--- src/logic/dsw_pkg.sv ---
package dsw_pkg;

  localparam int unsigned WORD_W = 16;

  // status word bit positions
  localparam int unsigned BIT_RTSO  = 0;
  localparam int unsigned BIT_SO    = 1;
  localparam int unsigned BIT_OE    = 2;
  localparam int unsigned BIT_FAULT = 3;
  localparam int unsigned BIT_FHALT = 5;
  localparam int unsigned BIT_SOD   = 6;
  localparam int unsigned BIT_WARN  = 7;
  localparam int unsigned BIT_NET   = 9;
  localparam int unsigned BIT_GOAL  = 10;
  localparam int unsigned BIT_LIMIT = 11;
  localparam int unsigned BIT_HDONE = 12;
  localparam int unsigned BIT_HFAIL = 13;

  localparam logic [15:0] WORD_RST      = 16'h0000;
  localparam logic [1:0]  CMD_ORIGIN_NET = 2'h0;

  // timing defaults in cycles of clk with clk_en high
  localparam int unsigned POS_WIN_CYC_DEF = 16;
  localparam int unsigned FOL_TO_CYC_DEF  = 16;

  typedef enum logic [1:0] {
    DSW_MODE_POSITION,
    DSW_MODE_HOMING,
    DSW_MODE_SPEED,
    DSW_MODE_TORQUE
  } dsw_mode_e;

  typedef enum logic [2:0] {
    DSW_ST_NOT_READY,
    DSW_ST_SWON_DIS,
    DSW_ST_READY,
    DSW_ST_SWITCHED_ON,
    DSW_ST_OP_EN,
    DSW_ST_FAST_HALT,
    DSW_ST_FAULT_REACT,
    DSW_ST_FAULT
  } dsw_state_e;

  typedef struct packed {
    logic stroke_limit_signal;
    logic homing_done_signal;
    logic homing_fail_signal;
    logic positioning_active_signal;
    logic ideal_speed_zero;
    logic warn_or_alarm;
  } dsw_pins_s;

  typedef struct packed {
    logic network_run_mode;
    logic net_command_port_select;
    logic [1:0] command_origin_select;
  } dsw_cfg_s;

endpackage

--- src/logic/dsw_encoder.sv ---
`timescale 1ns/1ns
// Behaviour
// - position mode: bit 11 set while a stroke-end limit is reached
// - homing mode: bit 12 set once home return completed
// - homing mode: bit 13 set while a home return failure exists
// - position mode: bit 13 set when following error persists past timeout
// - homing bits 13,12,10 encode progress: 000,001,011,101
// - bit 7 set while any warning or alarm present
// - bit 9 reports whether control through control word is enabled
// - control word enabled only in network mode with command origin zero
// - ethernet commands accepted only when network port is selected
// - not-ready state: bits 6,3,2,1,0 all zero
// - switch-on-disabled: bit 6 set, bits 3..0 zero
// - ready 1x0001, switched on 1x0011, enabled 1x0111, fast halt 0x0111
// - fault reaction: bits 3..0 set; fault: bit 3 only
// - position mode: bit 10 set after position in window for window time
// - homing bit 10: not busy when no failure, else ideal speed zero
module dsw_encoder #(
  parameter int unsigned POS_WIN_CYC = dsw_pkg::POS_WIN_CYC_DEF,
  parameter int unsigned FOL_TO_CYC  = dsw_pkg::FOL_TO_CYC_DEF
) (
  input  wire logic                       clk,
  input  wire logic                       nrst,
  input  wire logic                       clk_en,
  input  wire dsw_pkg::dsw_mode_e         ctrl_mode,
  input  wire dsw_pkg::dsw_state_e        drive_state,
  input  wire logic                       fast_halt_flag_bit,
  input  wire dsw_pkg::dsw_pins_s         pins,
  input  wire dsw_pkg::dsw_cfg_s          cfg,
  input  wire logic                       pos_in_window,
  input  wire logic                       fol_over_window,
  output logic [dsw_pkg::WORD_W-1:0]      drive_state_report_word,
  output logic                            network_control_flag,
  output logic                            cmd_accept
);

  // the 16-bit timers cannot count past 65535, and a zero window would hold its status bit set at all times
  if (POS_WIN_CYC < 1 || POS_WIN_CYC > 65535 || FOL_TO_CYC < 1 || FOL_TO_CYC > 65535)
  begin : g_bad_window
    $error("dsw_encoder: window counts out of range");
  end

  logic rst_s1_q;
  logic rst_n;
  always_ff @(posedge clk or negedge nrst)
  begin
    if (!nrst)
    begin
      rst_s1_q <= 1'b0;
      rst_n    <= 1'b0;
    end
    else
    begin
      rst_s1_q <= 1'b1;
      rst_n    <= rst_s1_q;
    end
  end

  // pins come from outside the clock domain: two-stage synchronisers
  dsw_pkg::dsw_pins_s pins_s1_q;
  dsw_pkg::dsw_pins_s pins_q;
  always_ff @(posedge clk or negedge rst_n)
  begin
    if (!rst_n)
    begin
      pins_s1_q <= '0;
      pins_q    <= '0;
    end
    else if (clk_en)
    begin
      pins_s1_q <= pins;
      pins_q    <= pins_s1_q;
    end
  end

  // window timers, saturating
  logic [15:0] pos_cnt_q;
  logic [15:0] pos_cnt_d;
  logic [15:0] fol_cnt_q;
  logic [15:0] fol_cnt_d;
  logic        goal_d;
  logic        fol_d;
  localparam logic [15:0] POS_LIM = 16'(POS_WIN_CYC);
  localparam logic [15:0] FOL_LIM = 16'(FOL_TO_CYC);

  always_comb
  begin
    pos_cnt_d = pos_cnt_q;
    fol_cnt_d = fol_cnt_q;
    if (!pos_in_window)
      pos_cnt_d = 16'h0000;
    else if (pos_cnt_q < POS_LIM)
      pos_cnt_d = pos_cnt_q + 16'h0001;
    if (!fol_over_window)
      fol_cnt_d = 16'h0000;
    else if (fol_cnt_q < FOL_LIM)
      fol_cnt_d = fol_cnt_q + 16'h0001;
    goal_d = (pos_cnt_q == POS_LIM);
    fol_d  = (fol_cnt_q == FOL_LIM);
  end

  always_ff @(posedge clk or negedge rst_n)
  begin
    if (!rst_n)
    begin
      pos_cnt_q <= 16'h0000;
      fol_cnt_q <= 16'h0000;
    end
    else if (clk_en)
    begin
      pos_cnt_q <= pos_cnt_d;
      fol_cnt_q <= fol_cnt_d;
    end
  end

  // word assembly
  logic [15:0] word_d;
  logic        net_d;
  logic        acc_d;

  always_comb
  begin
    word_d = dsw_pkg::WORD_RST;
    // port select gates acceptance; origin zero also needed for control word
    acc_d = cfg.network_run_mode && cfg.net_command_port_select;
    net_d = acc_d && (cfg.command_origin_select == dsw_pkg::CMD_ORIGIN_NET);
    case (drive_state)
      dsw_pkg::DSW_ST_NOT_READY:
        word_d[dsw_pkg::BIT_SOD] = 1'b0;
      dsw_pkg::DSW_ST_SWON_DIS:
        word_d[dsw_pkg::BIT_SOD] = 1'b1;
      dsw_pkg::DSW_ST_READY:
      begin
        word_d[dsw_pkg::BIT_RTSO]  = 1'b1;
        word_d[dsw_pkg::BIT_FHALT] = 1'b1;
      end
      dsw_pkg::DSW_ST_SWITCHED_ON:
      begin
        word_d[dsw_pkg::BIT_RTSO]  = 1'b1;
        word_d[dsw_pkg::BIT_SO]    = 1'b1;
        word_d[dsw_pkg::BIT_FHALT] = 1'b1;
      end
      dsw_pkg::DSW_ST_OP_EN, dsw_pkg::DSW_ST_FAST_HALT:
      begin
        word_d[dsw_pkg::BIT_RTSO]  = 1'b1;
        word_d[dsw_pkg::BIT_SO]    = 1'b1;
        word_d[dsw_pkg::BIT_OE]    = 1'b1;
        word_d[dsw_pkg::BIT_FHALT] = (drive_state == dsw_pkg::DSW_ST_OP_EN);
      end
      dsw_pkg::DSW_ST_FAULT_REACT:
      begin
        word_d[dsw_pkg::BIT_RTSO]  = 1'b1;
        word_d[dsw_pkg::BIT_SO]    = 1'b1;
        word_d[dsw_pkg::BIT_OE]    = 1'b1;
        word_d[dsw_pkg::BIT_FAULT] = 1'b1;
      end
      dsw_pkg::DSW_ST_FAULT:
        word_d[dsw_pkg::BIT_FAULT] = 1'b1;
      default:
        word_d[dsw_pkg::BIT_SOD] = 1'b0;
    endcase
    // bit 5 is don't-care in unstable states; driven from the fast halt input there
    if (drive_state inside {dsw_pkg::DSW_ST_NOT_READY, dsw_pkg::DSW_ST_SWON_DIS,
                            dsw_pkg::DSW_ST_FAULT_REACT, dsw_pkg::DSW_ST_FAULT})
      word_d[dsw_pkg::BIT_FHALT] = fast_halt_flag_bit;
    word_d[dsw_pkg::BIT_WARN] = pins_q.warn_or_alarm;
    word_d[dsw_pkg::BIT_NET]  = net_d;
    case (ctrl_mode)
      dsw_pkg::DSW_MODE_POSITION:
      begin
        word_d[dsw_pkg::BIT_LIMIT] = pins_q.stroke_limit_signal;
        word_d[dsw_pkg::BIT_GOAL]  = goal_d;
        word_d[dsw_pkg::BIT_HFAIL] = fol_d;
      end
      dsw_pkg::DSW_MODE_HOMING:
      begin
        word_d[dsw_pkg::BIT_LIMIT] = pins_q.stroke_limit_signal;
        word_d[dsw_pkg::BIT_HDONE] = pins_q.homing_done_signal;
        word_d[dsw_pkg::BIT_HFAIL] = pins_q.homing_fail_signal;
        // failure takes precedence over the busy indication
        word_d[dsw_pkg::BIT_GOAL]  = pins_q.homing_fail_signal ? pins_q.ideal_speed_zero
                                                               : !pins_q.positioning_active_signal;
      end
      default:
        word_d[dsw_pkg::BIT_LIMIT] = 1'b0;
    endcase
  end

  always_ff @(posedge clk or negedge rst_n)
  begin
    if (!rst_n)
    begin
      drive_state_report_word <= dsw_pkg::WORD_RST;
      network_control_flag    <= 1'b0;
      cmd_accept              <= 1'b0;
    end
    else if (clk_en)
    begin
      drive_state_report_word <= word_d;
      network_control_flag    <= net_d;
      cmd_accept              <= acc_d;
    end
  end

  // checks
  logic pos_mode_q;
  logic hom_mode_q;
  always_ff @(posedge clk or negedge rst_n)
  begin
    if (!rst_n)
    begin
      pos_mode_q <= 1'b0;
      hom_mode_q <= 1'b0;
    end
    else if (clk_en)
    begin
      pos_mode_q <= (ctrl_mode == dsw_pkg::DSW_MODE_POSITION);
      hom_mode_q <= (ctrl_mode == dsw_pkg::DSW_MODE_HOMING);
    end
  end
endmodule // dsw_encoder

--- config.mk ---
export PLATFORM = sky130hd
export DESIGN_NAME = dsw_encoder
export DESIGN_NICKNAME = d
export VERILOG_FILES = /design/src/logic/dsw_pkg.sv /design/src/logic/dsw_encoder.sv
export SDC_FILE = /design/constraint.sdc
export NUM_CORES = 1
export LEC_CHECK = 0
export ABC_AREA = 1
export BUFFER_PORTS_ARGS = -buffer_cell sky130_fd_sc_hd__buf_2
export CAP_MARGIN = 0
export CORE_MARGIN = 2
export CORE_UTILIZATION = 60
export CTS_BUF_LIST = sky130_fd_sc_hd__clkbuf_16
export DETAILED_ROUTE_END_ITERATION = 10
export PLACE_DENSITY = 0.83
export SLEW_MARGIN = 10
export SYNTH_ARGS = -nofsm -noshare
export SYNTH_HDL_FRONTEND = slang
export SYNTH_SLANG_ARGS = --single-unit
--- constraint.sdc ---
create_clock -name clk -period 5.1 [get_ports clk]
set_input_delay 0.765 -clock clk [delete_from_list [all_inputs] [get_ports clk]]
set_output_delay 0.765 -clock clk [all_outputs]
set_load 0.1 [all_outputs]
### After elaboration in Yosys (flattened, before gate mapping)

Index checks and enable logic that the tools add are counted.
Widths: inputs -> output; s select.

| word-level totals | value |
|---|---|
| register bits after elaboration | 60 |
| input port bits | 21 |
| output and inout port bits | 18 |
| word-level logic and storage cells | 67 |

| cells by class | value |
|---|---|
| add/subtract/negate cells | 2 |
| order comparisons | 2 |
| equality and inequality tests | 12 |
| muxes and demuxes | 16 |
| reductions and logical operators | 16 |

Operator list:

| kind | count |
|---|---|
| $mux 16 | 4 |
| $add 16x1->16 const B | 2 |
| $eq 16x5->1 const B | 2 |
| $lt 16x5->1 const B | 2 |
| $eq 3x3->1 const B | 4 |
| $mux 1 | 9 |
| $reduce_or 2->1 | 4 |
| $eq 3x2->1 const B | 2 |
| $pmux 1 s2 | 3 |
| $reduce_or 5->1 | 1 |
| $logic_not 2->1 | 2 |
| $ne 2x1->1 const B | 2 |
| $reduce_and 2->1 | 2 |
| $reduce_bool 4->1 | 1 |
| $reduce_or 4->1 | 1 |
| $eq 3x1->1 const B | 1 |
| $logic_not 3->1 | 1 |
| $reduce_or 3->1 | 1 |
| $eq 2x1->1 const B | 1 |
| $logic_and 1x1->1 | 2 |
| $logic_not 1->1 | 1 |

### Depth between registers and ports, before layout

Gate-level depths: netlist of the first run.

| logic depth | value |
|---|---|
| word-level depth | 4 |
| depth in mapped cells | 8 |
| depth with buffers taken out | 8 |

### Worst setup path after synthesis of the first run

No wires, ideal clock.

| path | value |
|---|---|
| path type | reg-to-output |
| start point | register drive_state_report_word[9] (netlist name) |
| end point | output port drive_state_report_word[9] (netlist name) |
| data arrival time | 1.340 ns |
| required time | 4.335 ns |
| setup slack | 2.995 ns |
| cell stages (with the launch flop) | 2 |
| path buffers | 1 |
| path through | dfrtp_1 -> buf_4 |

RTL lines:

| element | line | RTL |
|---|---|---|
| start: declaration | dsw_encoder.sv:32 | `output logic [dsw_pkg::WORD_W-1:0] drive_state_report_word,` |
| start signal: assignment | dsw_encoder.sv:193 | `drive_state_report_word <= dsw_pkg::WORD_RST;` |
| start signal: assignment | dsw_encoder.sv:199 | `drive_state_report_word <= word_d;` |

No word-level cell between the ends.

### Worst setup path after layout of the first run

| path | value |
|---|---|
| start point | register drive_state_report_word[11] (netlist name) |
| end point | output port drive_state_report_word[11] (netlist name) |

No word-level cell between the ends.

==> flow_metrics.py, run 1 <==
metrics = {
    "routing": {
        "drc": 0,
        "antenna_left": 0,
        "first_pass_iters": 4,
        "post_drt_wl_per_cell_um": 12.4,
        "routed_via_density": 5.16,
        "drt-total-wl_um": 4830,
        "drt_iter0_drc": 97,
        "vias": 2016,
    },
    "cts": {
        "clockBufferDepth": 2,
        "clk_pin_slew_worst_paths_ns": 0.05,
        "postCtsSetupBuffers": 0,
        "cts-root-buf": "clkbuf_16",
        "htreeDepth": 3,
        "cts_buffers": 9,
        "cts_tree": "built",
        "cts_hold_buf": 0,
        "clk_latency_ns": 0.32,
        "clock-sinks": 59,
        "cts_resized": 0,
    },
    "die": {
        "core_region_area_um2": 4290,
        "ios": 39,
        "die-area_um2": 4940,
        "die_h_um": 70.3,
        "row_count": 24,
        "die_w_um": 70.3,
        "start_util": 0.615,
    },
    "timing": {
        "slew_headroom": 0.546,
        "fin_crit_ns": 1.87,
        "final-max-slew-violation-count": 0,
        "grt_setup_unrepaired": "no",
        "hold_viol": 0,
        "post-route-period-util": 0.366,
        "skew_ns": 0.00594,
        "tns_ns": 0,
        "setup_viol": 0,
        "tightestPinTransition_ns": 0.681,
        "max_freq_ghz": 0.536,
        "hold-worst-slack_ns": 0.222,
    },
    "run_status": {
        "outcome": "completed",
    },
    "min_path": {
        "hold_path.class": "primary input to async pin",
    },
    "setup_path": {
        "cp_num_buf_inv": 1,
        "reg2reg_slack_ns": 3.75,
        "cp-end-kind": "output pin",
        "worstPathCellList": "buf_2",
        "cp-start-kind": "flop",
        "slowest_stage": "buf_2",
        "cp_max_fo": 2,
        "cp_data_arrival_time_ns": 1.10,
        "slowest_delay_ns": 0.43,
        "criticalPathCategory": "flop to output pin",
        "crit_required_ns": 4.34,
        "critical_path.top_delay_family": "buffers and inverters",
    },
    "synthesis": {
        "ys_ff_latch": 59,
        "yosysUniqueCellTypes": 27,
        "ys_warn_count": 0,
        "syn_inst": 299,
        "syn_area_per_cell_um2": 8.83,
        "synth_area_um2": 2640,
        "ys_seq_area_frac": 0.560,
    },
    "placement": {
        "place.gp.congestion": 0.823,
        "portBuffers": 34,
        "hpwl_um": 3080,
    },
    "global_route": {
        "grt_max_degree": 59,
        "grt_pass1_vias": 1965,
        "grt_overflow": 0,
        "antenna_found_initial": 0,
        "grt_usage": 0.215,
        "grt_pass1_wl_um": 8280,
    },
    "pwr": {
        "power.density_nw_per_um2": 411,
        "vdd_ir_drop_max_v": 0.000272,
        "static-leakage-power_nw": 1.70,
    },
    "layout": {
        "area_growth_pct": 16.5,
        "num_antenna_cells": 0,
        "layout-drive-gt1-share": 0.165,
        "n_fill_cell": 334,
        "final_nets": 359,
    },
    "job": {
        "cap_violations": 0,
    },
}
==> sequential cells by signal, summed over array words and instances, names as in the netlist <==
signal / count
fol_cnt_q: 16
cmd_accept: 1
pins_q: 6
drive_state_report_word: 12
pins_s1_q: 6
rst_s1_q: 1
pos_cnt_q: 16
rst_n: 1
==> metrics by stage <==
| step | power [mW] | utilization | cell area (µm²) | worst slack [ns] | std cells |
|---|---|---|---|---|---|
| 2_1_floorplan | 0.682 | - | 2650 | 3.00 | 302 |
| 3_3_place_gp | 0.713 | 0.651 | 2790 | 3.05 | 375 |
| 3_5_place_dp | 0.717 | 0.651 | 2790 | 2.99 | 375 |
| 4_1_cts | 1.27 | 0.716 | 3070 | 3.22 | 391 |
| 5_1_grt | 1.32 | 0.716 | 3070 | 3.18 | 391 |
| 6_report | 1.26 | 0.716 | 3070 | 3.23 | 391 |
==> final timing paths <==
| path | from | end | depth (start not counted) |
|---|---|---|---|
| min reg2reg | rst_s1_q$_DFF_PN0_ | rst_n$_DFF_PN0_ | 0 |
| max reg2reg | fol_cnt_q[12]$_DFFE_PN0P_ | fol_cnt_q[4]$_DFFE_PN0P_ | 8 |
| min in group clk | rst_s1_q$_DFF_PN0_ | rst_n$_DFF_PN0_ | 0 |
| min | nrst | rst_n$_DFF_PN0_ | 1 |
| max in group asynchronous | rst_n$_DFF_PN0_ | pos_cnt_q[0]$_DFFE_PN0P_ | 1 |
| max | drive_state_report_word[11]$_DFFE_PN0P_ | drive_state_report_word[11] | 1 |
==> cells in the mapped netlist, drive strengths merged <==
master / count / area [µm²]
o21ai: 9 / 45.0
nand3: 20 / 100
a31oi: 1 / 6.26
nand2: 99 / 392
o221ai: 1 / 8.76
clkbuf: 3 / 11.3
nand4: 3 / 18.8
ha: 4 / 50.1
a21o: 1 / 7.51
o21bai: 1 / 7.51
nor3: 2 / 10.0
nor2: 30 / 120
o31ai: 3 / 22.5
a21oi: 6 / 30.0
conb: 2 / 7.51
inv: 25 / 93.8
a21boi: 18 / 135
dfrtp: 59 / 1480
buf: 12 / 96.3
==> where the power goes <==
part	total [mW]	switching, mW	internal, mW
logic	0.188	0.148	0.0406
registers	0.523	0.0243	0.498
clock network	0.553	0.186	0.367
total	1.26	0.358	0.906
==> layout by cell type (no fill, tap or decap), types with 2 or more instances in the layout <==
master     instances
nand2_1           95
dfrtp_1           58
buf_2             34
inv_1             27
nor2_1            27
nand3_1           20
a21boi_0          18
clkbuf_16          9
o21ai_0            8
a21oi_1            6
conb_1             5
ha_1               4
nor2_2             3
nand4_1            3
o31ai_1            3
nand2_2            2
nand2_4            2
nor3_1             2
clkinv_1           2
buf_4              2
==> cell families (layout without fill, tap and decap cells) <==
family | count (synthesis) | count (layout) | synth area share
compound gates | 40 | 40 | 0.0996
buf+inv | 40 | 77 | 0.0763
fa+ha+maj | 4 | 4 | 0.0190
simple gates | 154 | 154 | 0.243
flops | 59 | 59 | 0.560
other cells | 2 | 5 | 0.00285
==> area by class of cell <==
type	instances	area [µm²]	share of cell area
clock buffers	9	225	0.0733
clock inverters	7	53.8	0.0175
flip-flops and latches	59	1480	0.481
multi-input cells	203	972	0.316
inverters	25	93.8	0.0305
well taps	52	65.1	0.0212
repair buffers	36	185	0.0603
==> layer usage <==
layer | up-vias | share of wire | GRT usage
li1 | 1010 | - | -
met1 | 952 | 0.47 | 0.261
met3 | 5 | 0.052 | 0.0606
met5 | - | 0 | 0
met2 | 49 | 0.47 | 0.357
met4 | 0 | 0.010 | 0.0897
Power figures use the tool's default switching activity.
==> run 2, diff against run 1 <==
--- a/config.mk
+++ b/config.mk
@@ -5,14 +5,14 @@
 export SDC_FILE = /design/constraint.sdc
 export NUM_CORES = 1
 export LEC_CHECK = 0
-export ABC_AREA = 1
+export ABC_AREA = 0
 export BUFFER_PORTS_ARGS = -buffer_cell sky130_fd_sc_hd__buf_2
 export CAP_MARGIN = 0
 export CORE_MARGIN = 2
-export CORE_UTILIZATION = 60
+export CORE_UTILIZATION = 50
 export CTS_BUF_LIST = sky130_fd_sc_hd__clkbuf_16
 export DETAILED_ROUTE_END_ITERATION = 10
-export PLACE_DENSITY = 0.83
+export PLACE_DENSITY = 0.74
 export SLEW_MARGIN = 10
 export SYNTH_ARGS = -nofsm -noshare
 export SYNTH_HDL_FRONTEND = slang
==> constraint.sdc (replaced) <==
create_clock -name clk -period 1.6 [get_ports clk]
set_input_delay 0.24 -clock clk [delete_from_list [all_inputs] [get_ports clk]]
set_output_delay 0.24 -clock clk [all_outputs]
set_load 0.1 [all_outputs]
==> run 2 against run 1 <==
The run now ends with setup timing left. Critical path depth is 3 higher. Register-to-register slack got worse by 3.9 ns. Die area is 13% higher. Sequential power grew to 3.3 times the previous value. Clock skew is 0.0010 ns lower. Synthesized area decreased by 4.8%. Flip-flop and latch count unchanged. Total power grew to 3.3 times the previous value. Worst hold slack worse by 0.095 ns.
==> flow_metrics.py, run 2 <==
metrics = {
    "cts": {
        "clock-sinks": 59,
        "cts_tree": "built",
        "clk_pin_slew_worst_paths_ns": 0.05,
        "clk_latency_ns": 0.33,
        "cts_buffers": 9,
        "clockBufferDepth": 2,
        "cts-root-buf": "clkbuf_16",
        "htreeDepth": 3,
    },
    "routing": {
        "vias": 1740,
        "first_pass_iters": 4,
        "routed_via_density": 5.13,
        "antenna_left": 0,
        "drt-total-wl_um": 4660,
        "post_drt_wl_per_cell_um": 13.7,
        "drc": 0,
        "drt_iter0_drc": 109,
    },
    "timing": {
        "hold_viol": 0,
        "skew_ns": 0.00490,
        "max_freq_ghz": 0.571,
        "grt_setup_unrepaired": "yes",
        "hold-worst-slack_ns": 0.127,
        "layout_setup_ws_ns": -0.153,
        "post-route-period-util": 1.10,
        "fin_crit_ns": 1.75,
        "final-max-slew-violation-count": 0,
        "setup_viol": 6,
    },
    "setup_path": {
        "worstPathCellList": "or4_4 -> nor4_4 -> and3_1 -> mux2_2",
        "critical_path.top_delay_family": "simple AND/OR/NAND/NOR gates",
        "criticalPathCategory": "flop to flop",
        "cp_data_arrival_time_ns": 2.02,
        "cp-start-kind": "flop",
        "cp_max_fo": 4,
        "slowest_delay_ns": 0.56,
        "crit_required_ns": 1.87,
        "slowest_stage": "or4_4",
        "cp-end-kind": "flop",
        "cp_num_buf_inv": 0,
    },
    "job": {
        "cap_violations": 0,
    },
    "synthesis": {
        "synth_top_family_by_area": "simple AND/OR/NAND/NOR gates",
        "syn_inst": 217,
        "synth_area_um2": 2510,
        "synth_commonest_cells": "dfrtp_1, and2_1, inv_1, mux2_1, nand2_1",
        "yosysUniqueCellTypes": 48,
        "ys_ff_latch": 59,
        "synth_top_flop_cell": "dfrtp_1",
        "synth_fa_ha_area_frac": 0.0199,
        "syn_area_per_cell_um2": 11.6,
        "yosys.area_share.xor_xnor": 0.00349,
        "ys_seq_area_frac": 0.588,
        "yosys.area.top_type": "dfrtp_1",
        "synth.most_common_cell": "dfrtp_1",
        "synth-compound-area-share": 0.0862,
        "synth.mux.area_fraction": 0.0667,
        "synth-edff-count": 0,
        "synth_async_sr_flop_share": 1.00,
        "ys_warn_count": 0,
        "synth-simple-area-share": 0.183,
        "yosys.area.top_type_share": 0.588,
        "synthTopCellsByArea": "dfrtp_1, mux2_1, and2_1, ha_1, inv_1",
    },
    "layout": {
        "area_growth_pct": 26.8,
        "final_common_cell": "dfrtp_1",
        "layout_common_cells": "dfrtp_1, buf_2, and2_1",
        "top_regs": "fol_cnt_q: 16 flops, pos_cnt_q: 16 flops, drive_state_report_word: 12 flops",
        "final_nets": 292,
        "n_fill_cell": 382,
        "num_antenna_cells": 0,
        "fin_cells": 339,
        "layout-drive-gt1-share": 0.290,
    },
    "placement": {
        "place.gp.congestion": 0.831,
        "dp.cells": 321,
        "portBuffers": 34,
        "hpwl_um": 3080,
    },
    "pwr": {
        "vdd_ir_drop_max_v": 0.000879,
        "static-leakage-power_nw": 1.58,
        "clkPwrFrac": 0.404,
        "p_int_mw": 2.92,
        "switchingPower_mw": 1.30,
        "power_frac_comb": 0.190,
        "seq_power_share": 0.406,
        "p_sw_frac": 0.307,
        "power.density_nw_per_um2": 1320,
    },
    "run_status": {
        "outcome": "finished with violations",
        "violations": "setup timing",
    },
    "die": {
        "row_count": 25,
        "ios": 39,
        "start_util": 0.525,
        "die_w_um": 74.9,
        "die_h_um": 74.9,
        "core_region_area_um2": 4790,
        "die-area_um2": 5610,
    },
    "global_route": {
        "grt_overflow": 0,
        "antenna_found_initial": 0,
        "grt_pass1_wl_um": 7800,
        "grt_pass1_vias": 1661,
        "grt_usage": 0.193,
        "grt_max_degree": 58,
    },
    "min_path": {
        "hold_path.class": "primary input to flop",
    },
}
-- run 2: changes by cell type in the layout (fill, tap and decap cells not counted), moves of 7 or more --
cell,change
a21boi_0,-18
and2_1,+22
buf_4,+9
inv_1,-16
mux2_1,+13
nand2_1,-82
nand3_1,-15
nor2_1,-18
o21ai_0,-8
o21ai_1,+7
-- run 2: what timing repair did --
item	4_1_cts	5_1_grt
endpoints found under the hold margin	2	0
pin swaps	4	8
gates resized for setup	4	12
setup endpoints to repair	7	10
hold buffers	1	0
buffers inserted	1	0
-- run 2: worst register-to-register path, stage by stage, from the launching register on --
cell	delay [ns]
dfrtp_1	0.37
or4_4	0.56
nor4_4	0.35
and3_1	0.26
mux2_2	0.16
-- run 2: cells by family after synthesis --
family / count (synthesis)
other: 2
DFF: 59
buffers and inverters: 28
AOI/OAI and AO/OA: 30
and+or+nand+nor: 78
muxes: 15
adders and majority gates: 4
xor gates and xnor gates: 1
-- run 2: metal layers --
layer  part of all wire  track usage  up-vias
met5                  0            0        -
met4              0.023       0.0833        0
met3              0.063       0.0817        9
met2               0.45        0.288       46
met1               0.46        0.248      842
li1                   -            -      843
-- run 2: area by class of cell --
| class | count | area, µm² | share of cell area |
|---|---|---|---|
| clock buffer | 9 | 225 | 0.0707 |
| clock inverter | 7 | 43.8 | 0.0137 |
| inverter | 14 | 52.6 | 0.0165 |
| multi-input combinational | 133 | 987 | 0.310 |
| sequential | 59 | 1480 | 0.464 |
| tap | 67 | 83.8 | 0.0263 |
| timing repair buffer | 50 | 317 | 0.0993 |
-- run 2: path summary, 6_finish.rpt --
path	startpoint	to	slack [ns]	depth (start not counted)
max reg2reg	pos_cnt_q[8]$_DFFE_PN0P_	pos_cnt_q[0]$_DFFE_PN0P_	-0.15	4
max in group asynchronous	rst_n$_DFF_PN0_	fol_cnt_q[6]$_DFFE_PN0P_	1.07	1
min reg2reg	rst_n$_DFF_PN0_	pos_cnt_q[7]$_DFFE_PN0P_	0.26	1
min	pins[3]	pins_s1_q[3]$_DFFE_PN0P_	0.13	2
max	pos_cnt_q[8]$_DFFE_PN0P_	pos_cnt_q[0]$_DFFE_PN0P_	-0.15	4
min in group asynchronous	nrst	rst_s1_q$_DFF_PN0_	0.23	2
-- run 2: through the flow --
step	total power [mW]	util	setup WS [ns]	area, µm²	setup TNS, ns
floorplan	2.27	-	-0.125	2520	-0.279
global placement	2.47	0.590	-0.129	2820	-0.539
detailed placement	2.48	0.590	-0.136	2820	-0.594
CTS	4.20	0.652	-0.152	3120	-0.641
global route	4.41	0.666	-0.244	3190	-1.37
finish	4.22	0.666	-0.153	3190	-0.797
-- run 2: power groups by stage --
stage                     combinational [mW]  clock (mW)  sequential [mW]
final                                  0.803        1.70             1.71
after global routing                   0.869        1.81             1.73
after CTS                              0.759        1.73             1.71
after detailed placement               0.753           0             1.73
after global placement                 0.740           0             1.73
after floorplan                        0.276           0             1.99
